**src/design/begm_pkg.sv**
```systemverilog
// Package with constants for the bridge grant masking workaround logic
package begm_pkg;
  localparam int          BEGM_DISC_PCI_CLKS = 6;
  localparam int          BEGM_ABB_COUNT     = 2;
  localparam logic [4:0]  BEGM_TT_WR_FLUSH   = 5'h02;
  localparam logic [4:0]  BEGM_TT_WR_KILL    = 5'h06;
  localparam logic [4:0]  BEGM_TT_ECI_MASK   = 5'h1b;
  localparam logic [4:0]  BEGM_TT_ECI_VAL    = 5'h12;
  localparam int          BEGM_ECI_BEATS     = 1;
  localparam logic [2:0]  BEGM_RST_CNT       = 3'h0;
endpackage : begm_pkg

```
**src/design/begm_grant_mask.sv**
```systemverilog
// Workaround gating between bridge arbiter and processor/PCI buses
`timescale 1ns/1ps
module begm_grant_mask
  import begm_pkg::*;
#(
  parameter int DISC_CLKS = BEGM_DISC_PCI_CLKS
)
(
  // Clock and reset
  input  wire logic       sys_clk_i,
  input  wire logic       rst_b_i,
  // Configuration
  input  wire logic       async_l2_i,
  input  wire logic       flush_snoop_i,
  // PCI side
  input  wire logic       pci_clk_i,
  input  wire logic       pci_frame_n_i,
  input  wire logic [1:0] pci_ad_hi_i,
  input  wire logic [3:0] pci_cbe_n_i,
  input  wire logic       pci_gnt_n_i,
  input  wire logic       pci_stop_n_i,
  input  wire logic       pci_master_mem_i,
  // Bridge arbiter side
  input  wire logic       bridge_grant_cpu1_n_i,
  input  wire logic       bridge_grant_cpu2_n_i,
  input  wire logic       bridge_request_cpu1_n_i,
  input  wire logic       bridge_request_cpu2_n_i,
  input  wire logic       bridge_ta_n_i,
  input  wire logic       bridge_ta_oe_i,
  input  wire logic [4:0] bridge_tt_i,
  // Processor bus side
  input  wire logic       address_acknowledge_n_i,
  input  wire logic       address_bus_busy_n_i,
  input  wire logic       data_bus_busy_n_i,
  input  wire logic       proc_target_claim_n_i,
  input  wire logic [4:0] transfer_type_i,
  // Outputs
  output logic            bus_grant_cpu1_n_o,
  output logic            bus_grant_cpu2_n_o,
  output logic            bus_request_cpu1_n_o,
  output logic            bus_request_cpu2_n_o,
  output logic            bridge_frame_n_o,
  output logic [1:0]      bridge_ad_hi_o,
  output logic [3:0]      bridge_cbe_n_o,
  output logic            proc_addr0_o,
  output logic            proc_addr0_oe_o,
  output logic [4:0]      snoop_tt_o,
  output logic            transfer_acknowledge_n_o,
  output logic            transfer_acknowledge_oe_o
);
  initial
  begin
    if (DISC_CLKS < 1 || DISC_CLKS > 7)
      $error("DISC_CLKS out of range");
  end

  typedef struct packed {
    logic       g1;
    logic       g2;
    logic       r1;
    logic       r2;
    logic       frame;
    logic [1:0] adhi;
    logic [3:0] cbe;
    logic       a0oe;
    logic [4:0] tt;
    logic       ta;
    logic       taoe;
    logic       address_acknowledge_n_d;
    logic       abb_d;
    logic [2:0] disc;
    logic       gnt_d;
    logic       l2_mask;
    logic [1:0] abb_cnt;
    logic       eci_done;
  } begm_state_s;

  begm_state_s st;
  begm_state_s next_st;
  logic        pci_high;
  logic        pci_rise;
  logic        pci_fall;

  begm_pci_sync u_sync (
    .sys_clk_i  (sys_clk_i),
    .rst_b_i    (rst_b_i),
    .pci_clk_i  (pci_clk_i),
    .pci_high_o (pci_high),
    .pci_rise_o (pci_rise),
    .pci_fall_o (pci_fall)
  );

  function automatic logic is_eci(input logic [4:0] tt);
    is_eci = (tt & BEGM_TT_ECI_MASK) == BEGM_TT_ECI_VAL;
  endfunction : is_eci

  logic address_acknowledge_n_now;
  logic abb_fall;
  logic mask_gnt;
  logic mask_req;
  always_comb
  begin
    address_acknowledge_n_now = ~address_acknowledge_n_i;
    abb_fall = ~address_bus_busy_n_i & st.abb_d;
    next_st  = st;
    next_st.address_acknowledge_n_d = address_acknowledge_n_now;
    next_st.abb_d  = address_bus_busy_n_i;
    next_st.gnt_d  = pci_gnt_n_i;
    if (pci_master_mem_i && !pci_stop_n_i && st.disc == BEGM_RST_CNT)
      next_st.disc = 3'(DISC_CLKS);
    else if (pci_rise && st.disc != BEGM_RST_CNT)
      next_st.disc = st.disc - 3'h1;
    if (async_l2_i && pci_gnt_n_i && !st.gnt_d)
    begin
      next_st.l2_mask = 1'b1;
      next_st.abb_cnt = 2'h0;
    end
    else if (st.l2_mask && abb_fall)
    begin
      next_st.abb_cnt = st.abb_cnt + 2'h1;
      if (st.abb_cnt == 2'(BEGM_ABB_COUNT - 1))
        next_st.l2_mask = 1'b0;
    end
    mask_gnt = address_acknowledge_n_now | (st.disc != BEGM_RST_CNT)
             | (st.l2_mask & ~data_bus_busy_n_i);
    mask_req = pci_master_mem_i & pci_high;
    next_st.g1 = bridge_grant_cpu1_n_i | mask_gnt;
    next_st.g2 = bridge_grant_cpu2_n_i | mask_gnt;
    next_st.r1 = bridge_request_cpu1_n_i | mask_req;
    next_st.r2 = bridge_request_cpu2_n_i | mask_req;
    // Frame only passes active once the PCI clock is in its low half
    if (pci_frame_n_i)
      next_st.frame = 1'b1;
    else if (pci_fall)
      next_st.frame = 1'b0;
    if (pci_rise || !pci_master_mem_i)
    begin
      next_st.adhi = pci_ad_hi_i;
      next_st.cbe  = pci_cbe_n_i;
    end
    next_st.a0oe = address_acknowledge_n_now;
    next_st.tt = (flush_snoop_i && bridge_tt_i == BEGM_TT_WR_KILL)
               ? BEGM_TT_WR_FLUSH : bridge_tt_i;
    // After the first beat of an external-control op, acks are swallowed
    if (data_bus_busy_n_i)
      next_st.eci_done = 1'b0;
    else if (is_eci(transfer_type_i) && !bridge_ta_n_i)
      next_st.eci_done = 1'b1;
    next_st.ta   = bridge_ta_n_i | st.eci_done;
    next_st.taoe = bridge_ta_oe_i & proc_target_claim_n_i;
  end

  always_ff @(posedge sys_clk_i)
  begin
    if (!rst_b_i)
    begin
      st         <= '0;
      st.g1      <= 1'b1;
      st.g2      <= 1'b1;
      st.r1      <= 1'b1;
      st.r2      <= 1'b1;
      st.frame   <= 1'b1;
      st.cbe     <= 4'hf;
      st.ta      <= 1'b1;
      st.abb_d   <= 1'b1;
      st.gnt_d   <= 1'b1;
    end
    else
      st <= next_st;
  end

  assign bus_grant_cpu1_n_o        = st.g1;
  assign bus_grant_cpu2_n_o        = st.g2;
  assign bus_request_cpu1_n_o      = st.r1;
  assign bus_request_cpu2_n_o      = st.r2;
  assign bridge_frame_n_o          = st.frame;
  assign bridge_ad_hi_o            = st.adhi;
  assign bridge_cbe_n_o            = st.cbe;
  assign proc_addr0_o              = 1'b0;
  assign proc_addr0_oe_o           = st.a0oe;
  assign snoop_tt_o                = st.tt;
  assign transfer_acknowledge_n_o  = st.ta;
  assign transfer_acknowledge_oe_o = st.taoe;

  property p_gnt_after_address_acknowledge_n;
    @(posedge sys_clk_i) disable iff (!rst_b_i)
      !address_acknowledge_n_i |=> bus_grant_cpu1_n_o && bus_grant_cpu2_n_o;
  endproperty
  a_gnt_after_address_acknowledge_n: assert property (p_gnt_after_address_acknowledge_n) else $error("grant during address_acknowledge_n");

  property p_a0_low;
    @(posedge sys_clk_i) disable iff (!rst_b_i)
      !address_acknowledge_n_i |=> proc_addr0_oe_o && !proc_addr0_o;
  endproperty
  a_a0_low: assert property (p_a0_low) else $error("addr0 not driven low");

  property p_disc_mask;
    @(posedge sys_clk_i) disable iff (!rst_b_i)
      (st.disc != BEGM_RST_CNT) |=> bus_grant_cpu1_n_o;
  endproperty
  a_disc_mask: assert property (p_disc_mask) else $error("grant during disconnect");

  property p_req_mask;
    @(posedge sys_clk_i) disable iff (!rst_b_i)
      (pci_master_mem_i && pci_high) |=> bus_request_cpu1_n_o && bus_request_cpu2_n_o;
  endproperty
  a_req_mask: assert property (p_req_mask) else $error("request while pci high");

  property p_frame_hold;
    @(posedge sys_clk_i) disable iff (!rst_b_i)
      $fell(bridge_frame_n_o) |-> $past(pci_fall);
  endproperty
  a_frame_hold: assert property (p_frame_hold) else $error("frame passed early");

  property p_snoop;
    @(posedge sys_clk_i) disable iff (!rst_b_i)
      (flush_snoop_i && bridge_tt_i == BEGM_TT_WR_KILL) |=> snoop_tt_o == BEGM_TT_WR_FLUSH;
  endproperty
  a_snoop: assert property (p_snoop) else $error("snoop type not flush");

  property p_ta_claim;
    @(posedge sys_clk_i) disable iff (!rst_b_i)
      !proc_target_claim_n_i |=> !transfer_acknowledge_oe_o;
  endproperty
  a_ta_claim: assert property (p_ta_claim) else $error("ta driven on claim");

  property p_eci_one;
    @(posedge sys_clk_i) disable iff (!rst_b_i)
      st.eci_done |=> transfer_acknowledge_n_o;
  endproperty
  a_eci_one: assert property (p_eci_one) else $error("extra ack on ext ctl");

  property p_or;
    @(posedge sys_clk_i) disable iff (!rst_b_i)
      bridge_grant_cpu2_n_i |=> bus_grant_cpu2_n_o;
  endproperty
  a_or: assert property (p_or) else $error("grant not ORed");

  property p_l2;
    @(posedge sys_clk_i) disable iff (!rst_b_i)
      (st.l2_mask && !data_bus_busy_n_i) |=> bus_grant_cpu1_n_o;
  endproperty
  a_l2: assert property (p_l2) else $error("grant during async l2 mask");

  property p_sample;
    @(posedge sys_clk_i) disable iff (!rst_b_i)
      (pci_master_mem_i && !pci_rise) |=> $stable(bridge_cbe_n_o);
  endproperty
  a_sample: assert property (p_sample) else $error("cbe sampled off edge");
endmodule : begm_grant_mask

```
**src/design/begm_pci_sync.sv**
```systemverilog
// PCI clock observer: three-flop synchroniser and edge pulses
`timescale 1ns/1ps
module begm_pci_sync
  import begm_pkg::*;
(
  // Clock and reset
  input  wire logic sys_clk_i,
  input  wire logic rst_b_i,
  // Observed PCI clock
  input  wire logic pci_clk_i,
  // Synchronised level and edges
  output logic      pci_high_o,
  output logic      pci_rise_o,
  output logic      pci_fall_o
);
  typedef struct packed {
    logic s1;
    logic s2;
    logic s3;
    logic rise;
    logic fall;
  } begm_sync_s;

  begm_sync_s st;
  begm_sync_s next_st;

  always_comb
  begin
    next_st      = st;
    next_st.s1   = pci_clk_i;
    next_st.s2   = st.s1;
    next_st.s3   = st.s2;
    next_st.rise = st.s2 & ~st.s3;
    next_st.fall = ~st.s2 & st.s3;
  end

  always_ff @(posedge sys_clk_i)
  begin
    if (!rst_b_i)
      st <= '0;
    else
      st <= next_st;
  end

  assign pci_high_o = st.s3;
  assign pci_rise_o = st.rise;
  assign pci_fall_o = st.fall;
endmodule : begm_pci_sync

```
**config.mk**
```make
export PLATFORM = sky130hd
export DESIGN_NAME = begm_grant_mask
export DESIGN_NICKNAME = d
export VERILOG_FILES = /design/src/design/begm_pkg.sv /design/src/design/begm_grant_mask.sv /design/src/design/begm_pci_sync.sv
export SDC_FILE = /design/constraint.sdc
export NUM_CORES = 1
export LEC_CHECK = 0
export BUFFER_PORTS_ARGS = -buffer_cell sky130_fd_sc_hd__buf_2
export CAP_MARGIN = 20
export CELL_PAD_IN_SITES_DETAIL_PLACEMENT = 0
export CELL_PAD_IN_SITES_GLOBAL_PLACEMENT = 1
export CORE_AREA = 2 2 69 71
export CTS_BUF_LIST = sky130_fd_sc_hd__clkbuf_8
export DETAILED_ROUTE_END_ITERATION = 10
export DIE_AREA = 0 0 71 73
export PLACE_DENSITY = 0.73
export SLEW_MARGIN = 10
export SYNTH_ARGS = -nofsm -noshare
export SYNTH_HDL_FRONTEND = slang
export SYNTH_SLANG_ARGS = --single-unit
export TNS_END_PERCENT = 30
```
**constraint.sdc**
```tcl
create_clock -name sys_clk_i -period 3.2 [get_ports sys_clk_i]
set_input_delay 0.16 -clock sys_clk_i [delete_from_list [all_inputs] [get_ports sys_clk_i]]
set_output_delay 0.16 -clock sys_clk_i [all_outputs]
set_load 0.01 [all_outputs]
```
# [After elaboration in Yosys (flattened, before gate mapping)]
# Index checks and enable logic that the tools add are counted.
[word_totals] reg_bits=33 latch_bits=0 ram_bits=0 rom_bits=0 in_bits=35 out_inout_bits=20 elab_cells=78 n_memories=0
[classes] addsub=2 multipliers=0 div=0 order_cmp=0 eq_ne=3 shifts=0 n_mux=6 bitwise=19 reduce_logical=24
[ops] op="$mux 3" count=4
[ops] op="$reduce_or 2->1" count=5
[ops] op="$logic_and 1x1->1" count=8
[ops] op="$or 1x1->1" count=7
[ops] op="$and 1x1->1" count=6
[ops] op="$not 1->1" count=6
[ops] op="$reduce_bool 2->1" count=3
[ops] op="$eq 5x3->1 const B" count=1
[ops] op="$eq 4x4->1 const B" count=1
[ops] op="$logic_not 1->1" count=4
[ops] op="$logic_not 3->1" count=1
[ops] op="$reduce_bool 3->1" count=1
[ops] op="$sub 3x1->3 const B" count=1
[ops] op="$add 2x1->2 const B" count=1
[ops] op="$eq 2x1->1 const B" count=1
[ops] op="$mux 2" count=1
[ops] op="$reduce_and 2->1" count=1
[ops] op="$logic_or 1x1->1" count=1
[ops] op="$mux 1" count=1

# [Logic depth before layout (Yosys ltp)]
# Gate-level depths: netlist (run 1).
[logic_depth] ltp_word=5 mapped_depth=5 mapped_depth_nobuf=5

# [Hierarchy]
# From an unflattened synthesis (run 1), not the netlist that was laid out.
[unflattened] cells_unflattened=129 hier_area_um2=1265.0
[by_module_without_submodules] module="begm_grant_mask" instances=1 cells_each=119 area_each_um2=1124.8 seq_area_each_um2=560.5
[by_module_without_submodules] module="begm_pci_sync" instances=1 cells_each=10 area_each_um2=140.1 seq_area_each_um2=100.1

# [Least setup slack after synthesis (run 1)]
# OpenSTA, ideal clock, no wires.
[synth_path] path_type="register -> register" startpoint="register st[5] (netlist name)" endpoint="register st[5] (netlist name)" setup_ns=0.121 arrival_time_ns=0.977 required_ns=3.079 setup_slack_ns=2.102 path_stages_with_launch=6 n_path_buf=0 synth_period_minus_slack_ns=1.098 cell_sequence="dfxtp_1 -> inv_1 -> ha_1 -> nand2b_4 -> mux2i_1 -> o21ai_1"
[synth_via] elab_chain_cells=3 elab_cells_between_ends=6 classes_between="1 x add/sub; 5 x reduce/logical"
[synth_rtl] element="start, declared" line="begm_grant_mask.sv:78" text="begm_state_s st;"
[synth_rtl] element="start signal, assigned" line="begm_grant_mask.sv:169" text="st <= next_st;"
[synth_rtl] element="branches (longest 3 deep; another with $sub 3x1->3)"
# Parallel ways; which one is timed is not known.
# A chain may end at the register's enable or synchronous reset.

# [Worst setup path after layout (run 1)]
# Same ends and word-level chain as after synthesis.

==> metrics.txt, run 1 <==
status=completed; Final Critical Period=1.21 ns; kind of critical path=flop to flop; worst skew pair latency=0.28 ns; Worst R2R Setup Slack=1.99 ns; Post-Synth Simple-Gate Area=0.263; gr usage total=0.0950; largest family of logic cells by synthesized area=simple AND/OR/NAND/NOR gates; Max Root-Sink Buffers=2; Final Net Count=213; routed length per placed instance=9.84 µm; global-route wire length before repair=3690 µm; Post-DP Area=1500 µm²; Die Ht=73 µm; # rows=25; VDD IR max=278 µV; skew final=0.00561 ns; largest net degree at the start of global routing=31; number of gates resized after CTS=0; Die X=71 µm; Worst Path Arrival=1.38 ns; final hold viol count=0; HP Class=primary input to flop; placed instance count=222; layout cells sized above 1=0.381; post-synthesis xor/xnor area fraction=0.00681; grt ovf=0; Worst R2R End=st[5]; Mapped Nets=169; antenna violations before repair=0; Mapped Cells=131; I/O pin count=55; ANT cells=0; fillcell total=461; hold worst-path end=snoop_tt_o[2]; hold_ws=0.0457 ns; r2r startpoint=st[5]; Required @ worst endpoint=3.37 ns; DRC viols=0; switching pwr=0.000199 W; MaxCap Viol Count=0; final instance area=1620 µm²; P per Cell Area=574 nW/µm²; via count=954; Core ar.=4540 µm²; Initial DRC Count=40; final max-slew violation count=0; Finished Core Util=0.357; Netlist cell types=32; Synth Register Bits=33; post-synthesis adder-cell area fraction=0.0292; multiplexer share of the synthesized area=0.00778; fmax=828 MHz; hold path startpoint=flush_snoop_i; IO buf count=52; period utilisation layout=0.377; CTS Hold Bufs=0; met2 WL post-DR=1060 µm; DR vias/cell=4.15; Sequential Power Share=0.473; vias in the first global route=865; internal power=0.000730 W; area added between synthesis and finish=25.8%; top cell type's share of synthesized area=0.514; post-synthesis sequential area ratio=0.514; largest area contributor in the netlist=dfxtp_1; Detailed Routing Iterations Pass 1=4; CTS H-tree depth=2; Post-Syn Area=1290 µm²; Final GP Congestion=0.709; DIE AREA=5180 µm²; uppermost layer routed=met4; Logic pwr share=0.099; setup TNS=0 ns; unrepaired setup endpoints after global routing=false; Leak=0.760 nW; met3 WL=188 µm; Switching Share=0.214; CTS tree=done; Detailed Place HPWL=1670 µm; Clock Sinks=33; R2R depth=5; Finished Layout Cells=230; Initial Util=0.284; # setup viols final=0; Max FO, Critical Path=4; Crit. Startpoint=st[5]; met1 WL=972 µm; Synth area leaders=dfxtp_1, buf_4, nand2_1, nand2b_1, and2_1; average cell area after synthesis=9.82 µm²; post-route ant nets=0; Compound-Gate Fraction of Synth Area=0.0749; Ys Warns=0; Inserted Clock Buffers=5; final WL=2260 µm; CP endpoint kind=flop; clock transition at the registers of the reported paths=0.07 ns; Clk pwr share=0.428; CTS root buf=clkbuf_8; hold path cells=2; startpoint types=flop; Setup Fix Bufs, Post-CTS=0
## cell usage after synthesis, drive strengths merged
cell type,n
a21boi,4
ha,3
and3,1
o21ai,1
a211oi,1
dfxtp,33
mux2i,1
inv,5
nor2b,4
nand3,6
and2,7
buf,15
nor2,4
conb,1
nand3b,3
nand2,19
o211a,2
nor4b,1
a31oi,1
nor3b,2
nand2b,10
a21oi,3
nand4,1
nor3,1
xnor2,1
and3b,1
## per-stage QoR
step,setup slack (ns),total power [W]
floorplan,2.10,0.000515
global placement,2.00,0.000542
detailed placement,1.99,0.000543
CTS,1.98,0.000945
global route,1.87,0.000979
finish,1.99,0.000929
## power groups by stage
stage | Sequential [W] | Clock (W) | Combinational (W)
final | 0.000439 | 0.000397 | 0.0000922
after global routing | 0.000442 | 0.000433 | 0.000104
after CTS | 0.000439 | 0.000411 | 0.0000941
after detailed placement | 0.000449 | 0 | 0.0000938
after global placement | 0.000448 | 0 | 0.0000933
after floorplan | 0.000450 | 0 | 0.0000649
## state kept, by name, summed over array words and instances (netlist names), 2 cells and up
signal          flops
bridge_cbe_n_o      4
snoop_tt_o          5
u_sync.next_st      2
st                  9
bridge_ad_hi_o      2
## layout by cell type, fill, tap and decap left out, drive strengths merged, types with 3 or more instances in the layout
cell type   n
clkbuf      6
a21oi       3
nor2        4
nand2b     10
and2        7
ha          3
nor2b       4
a21boi      4
nand3b      3
nand3       6
nand2      19
inv         6
buf        52
dfxtp      33
## worst max-delay path, cell delays in order, from the launching register on
cell and delay (ns):
dfxtp_1 0.33, inv_1 0.07, ha_1 0.25, nand2b_4 0.11, mux2i_1 0.25, o21ai_1 0.10
## cell families (layout without fill, tap and decap cells)
group / after synthesis / after routing
mux: 1 / 1
flops: 33 / 33
compound gates: 12 / 12
simple gates: 60 / 60
other cells: 1 / 1
fa+ha+maj: 3 / 3
buf+inv: 20 / 65
xor+xnor: 1 / 1
## worst max-delay path by stage
stage                       end
after CTS                 st[5]
after floorplan           st[5]
after detailed placement  st[5]
after global placement    st[5]
after global routing      st[5]
final                     st[5]
## final cells by class
class / count / area, µm² / share of cell area
flip-flops and latches: 33 / 661 / 0.408
multi-input cells: 78 / 494 / 0.305
repair buffers: 52 / 260 / 0.161
clock buffers: 6 / 82.6 / 0.0510
well taps: 54 / 67.6 / 0.0418
clock inverters: 2 / 33.8 / 0.0209
inverters: 5 / 18.8 / 0.0116
## routing by layer
| metal | track usage | up-vias |
|---|---|---|
| met5 | 0 | - |
| met4 | 0.0629 | 0 |
| met3 | 0.0456 | 7 |
| met2 | 0.143 | 34 |
| met1 | 0.107 | 412 |
| li1 | - | 501 |
No activity file was read; power rests on OpenSTA's default activity.
==> run 2: changes to the inputs <==
--- a/config.mk
+++ b/config.mk
@@ -5,6 +5,7 @@
 export SDC_FILE = /design/constraint.sdc
 export NUM_CORES = 1
 export LEC_CHECK = 0
+export ABC_AREA = 1
 export BUFFER_PORTS_ARGS = -buffer_cell sky130_fd_sc_hd__buf_2
 export CAP_MARGIN = 20
 export CELL_PAD_IN_SITES_DETAIL_PLACEMENT = 0
@@ -13,7 +14,7 @@
 export CTS_BUF_LIST = sky130_fd_sc_hd__clkbuf_8
 export DETAILED_ROUTE_END_ITERATION = 10
 export DIE_AREA = 0 0 71 73
-export PLACE_DENSITY = 0.73
+export PLACE_DENSITY = 0.76
 export SLEW_MARGIN = 10
 export SYNTH_ARGS = -nofsm -noshare
 export SYNTH_HDL_FRONTEND = slang
==> constraint.sdc (replaced) <==
create_clock -name sys_clk_i -period 1.25 [get_ports sys_clk_i]
set_input_delay 0.0625 -clock sys_clk_i [delete_from_list [all_inputs] [get_ports sys_clk_i]]
set_output_delay 0.0625 -clock sys_clk_i [all_outputs]
set_load 0.01 [all_outputs]
==> run 2 against run 1 <==
Core utilization up 3.7 points. Sequential cell count unchanged. Global-route usage is 0.42 points higher. Sequential power increased to 2.6 times the previous value. Largest cell class unchanged. Largest power group unchanged.
==> metrics.txt, run 2 <==
Mapped Nets=198; multiplexer share of the synthesized area=0; hold path cells=3; post-synthesis sequential area ratio=0.510; Setup Fix Bufs, Post-CTS=0; skew final=0.00489 ns; hold path startpoint=bridge_tt_i[4]; Synth area leaders=dfxtp_1, nand2_1, buf_4, inv_1, nor2_1; startpoint types=primary input; max reg flops=9; vias in the first global route=1004; ANT cells=0; Reg with most FFs=st; Ys Warns=0; Switching Share=0.249; CTS H-tree depth=2; hold worst-path end=snoop_tt_o[4]; Netlist cell types=20; Clk pwr share=0.349; most frequent CP cell=dlygate4sd3_1; Compound-Gate Fraction of Synth Area=0.0425; setup TNS=0 ns; final hold viol count=0; CTS tree=done; Final Critical Period=1.15 ns; average cell area after synthesis=8.09 µm²; Inserted Clock Buffers=5; antenna violations before repair=0; count leader, synth=dfxtp_1; Leak=0.900 nW; Final Net Count=261; Crit. Startpoint=proc_target_claim_n_i; final WL=2490 µm; crit path buf inv count=3; fillcell total=466; # rows=25; DIE AREA=5180 µm²; Power Total=0.00217 W; fmax=872 MHz; Worst R2R Setup Slack=0.13 ns; period utilisation layout=0.918; Post-Synth Simple-Gate Area=0.266; DRC viols=0; Detailed Place HPWL=1770 µm; DR vias/cell=4.06; unrepaired setup endpoints after global routing=false; Synth Register Bits=33; Initial Util=0.286; Sequential Power Share=0.519; Initial DRC Count=53; final max-slew violation count=0; ys flop type=dfxtp_1; switching pwr=0.000539 W; Post-Syn Area=1290 µm²; Detailed Routing Iterations Pass 1=5; largest area contributor in the netlist=dfxtp_1; CTS root buf=clkbuf_8; routed length per placed instance=8.95 µm; post-synthesis adder-cell area fraction=0.0290; IO buf count=52; CP endpoint kind=flop; largest net degree at the start of global routing=21; Clock Sinks=33; clock transition at the registers of the reported paths=0.07 ns; ys async rst share=0; Die X=71 µm; Slowest cell on crit path=dlygate4sd3_1; Worst R2R End=st[6]; post-synthesis xor/xnor area fraction=0; grt ovf=0; # setup viols final=0; Worst Path Arrival=1.32 ns; Max FO, Critical Path=1; delay-heaviest family, CP=buffers and inverters; largest family of logic cells by synthesized area=simple AND/OR/NAND/NOR gates; area added between synthesis and finish=37.9%; r2r startpoint=st[5]; Required @ worst endpoint=1.42 ns; synth cell count leaders=dfxtp_1, nand2_1, inv_1, nor2_1, buf_4; internal power=0.00163 W; worst skew pair latency=0.28 ns; kind of critical path=primary input to flop; Post-synth EDFFs=0; most common cell after layout, fill and taps aside=buf_2; Die Ht=73 µm; P per Cell Area=1210 nW/µm²; Final GP Congestion=0.775; I/O pin count=55; status=completed; Mapped Cells=160; CP Cell Sequence=dlygate4sd3_1 -> buf_2 -> nand2_1 -> dlygate4sd3_1 -> nor2_1; layout cells sized above 1=0.313; post-route ant nets=0; R2R depth=8; multi-input logic area=443 µm²; global-route wire length before repair=3980 µm; HP Class=primary input to flop; top cell type's share of synthesized area=0.510; sequential cell area=661 µm²; via count=1130; commonest non-fill, non-tap cells in the layout=buf_2, dfxtp_1, nand2_1; Logic pwr share=0.132; CP peak stage delay=0.54 ns; VDD IR max=447 µV; Max Root-Sink Buffers=2; gr usage total=0.0992; MaxCap Viol Count=0; Core ar.=4540 µm²
==> run 2: cell count changes after synthesis, moves of 3 or more <==
cell      before  now
inv_1          5   22
nor2_1         4   21
nand2_1       17   27
nand2b_1       8    0
and2_1         7    0
o21ai_0        0    5
buf_4         15   12
inv_2          0    3
nand3b_1       3    6
nor2b_1        3    0
or2_1          0    3
==> run 2: metrics by stage <==
stage / hold slack [ns] / cell area, µm² / cells / setup WS (ns) / util
final: 0.00621 / 1790 / 278 / 0.103 / 0.394
after global routing: 0.00908 / 1790 / 278 / 0.00876 / 0.394
after CTS: 0.000521 / 1780 / 278 / 0.0773 / 0.393
after detailed placement: 0.241 / 1530 / 253 / 0.0861 / 0.337
after global placement: 0.232 / 1530 / 253 / 0.102 / 0.337
after floorplan: 0.135 / 1290 / 160 / 0.170 / -
==> run 2: power by group through the flow <==
stage / combinational, W / sequential [W] / clock [W]
6_report: 0.000285 / 0.00112 / 0.000757
5_1_grt: 0.000323 / 0.00113 / 0.000840
4_1_cts: 0.000285 / 0.00113 / 0.000794
3_5_place_dp: 0.000244 / 0.00115 / 0
3_3_place_gp: 0.000243 / 0.00115 / 0
2_1_floorplan: 0.000165 / 0.00115 / 0
==> run 2: per-layer routing <==
metal	track usage	vias to the layer above	routed length, µm
met5	0	-	0
met4	0.0440	0	38
met3	0.0387	6	179
met2	0.163	36	1120
met1	0.115	488	1150
li1	-	600	-
==> run 2: tightest hold or removal path: stages <==
cell and delay, ns:
buf_2 0.07, inv_1 0.04, nor2_1 0.08
==> run 2: cells by family (layout without fill, tap and decap cells) <==
| group | count (synthesis) | after routing |
|---|---|---|
| compound gates | 11 | 11 |
| buf+inv | 39 | 103 |
| flops | 33 | 33 |
| fa+ha+maj | 3 | 3 |
| other cells | 1 | 1 |
| simple gates | 73 | 73 |
==> run 2: final cells by class <==
class                           count  share of cell area
Inverter                           25              0.0526
Timing Repair Buffer               70               0.245
Multi-Input combinational cell     88               0.248
Sequential cell                    33               0.370
Clock inverter                      3             0.00771
Tap cell                           54              0.0378
Clock buffer                        5              0.0385
==> run 2: worst max-delay path by stage <==
stage,end,depth (start not counted)
2_1_floorplan,st[7],8
3_3_place_gp,st[7],8
3_5_place_dp,st[7],8
4_1_cts,st[7],8
5_1_grt,st[7],8
6_report,transfer_acknowledge_oe_o,5
==> run 2: repair_timing <==
item	in CTS	in global routing
hold buffers	17	0
hold endpoints to repair	16	0
resized for setup	0	2
setup endpoints to repair	0	2
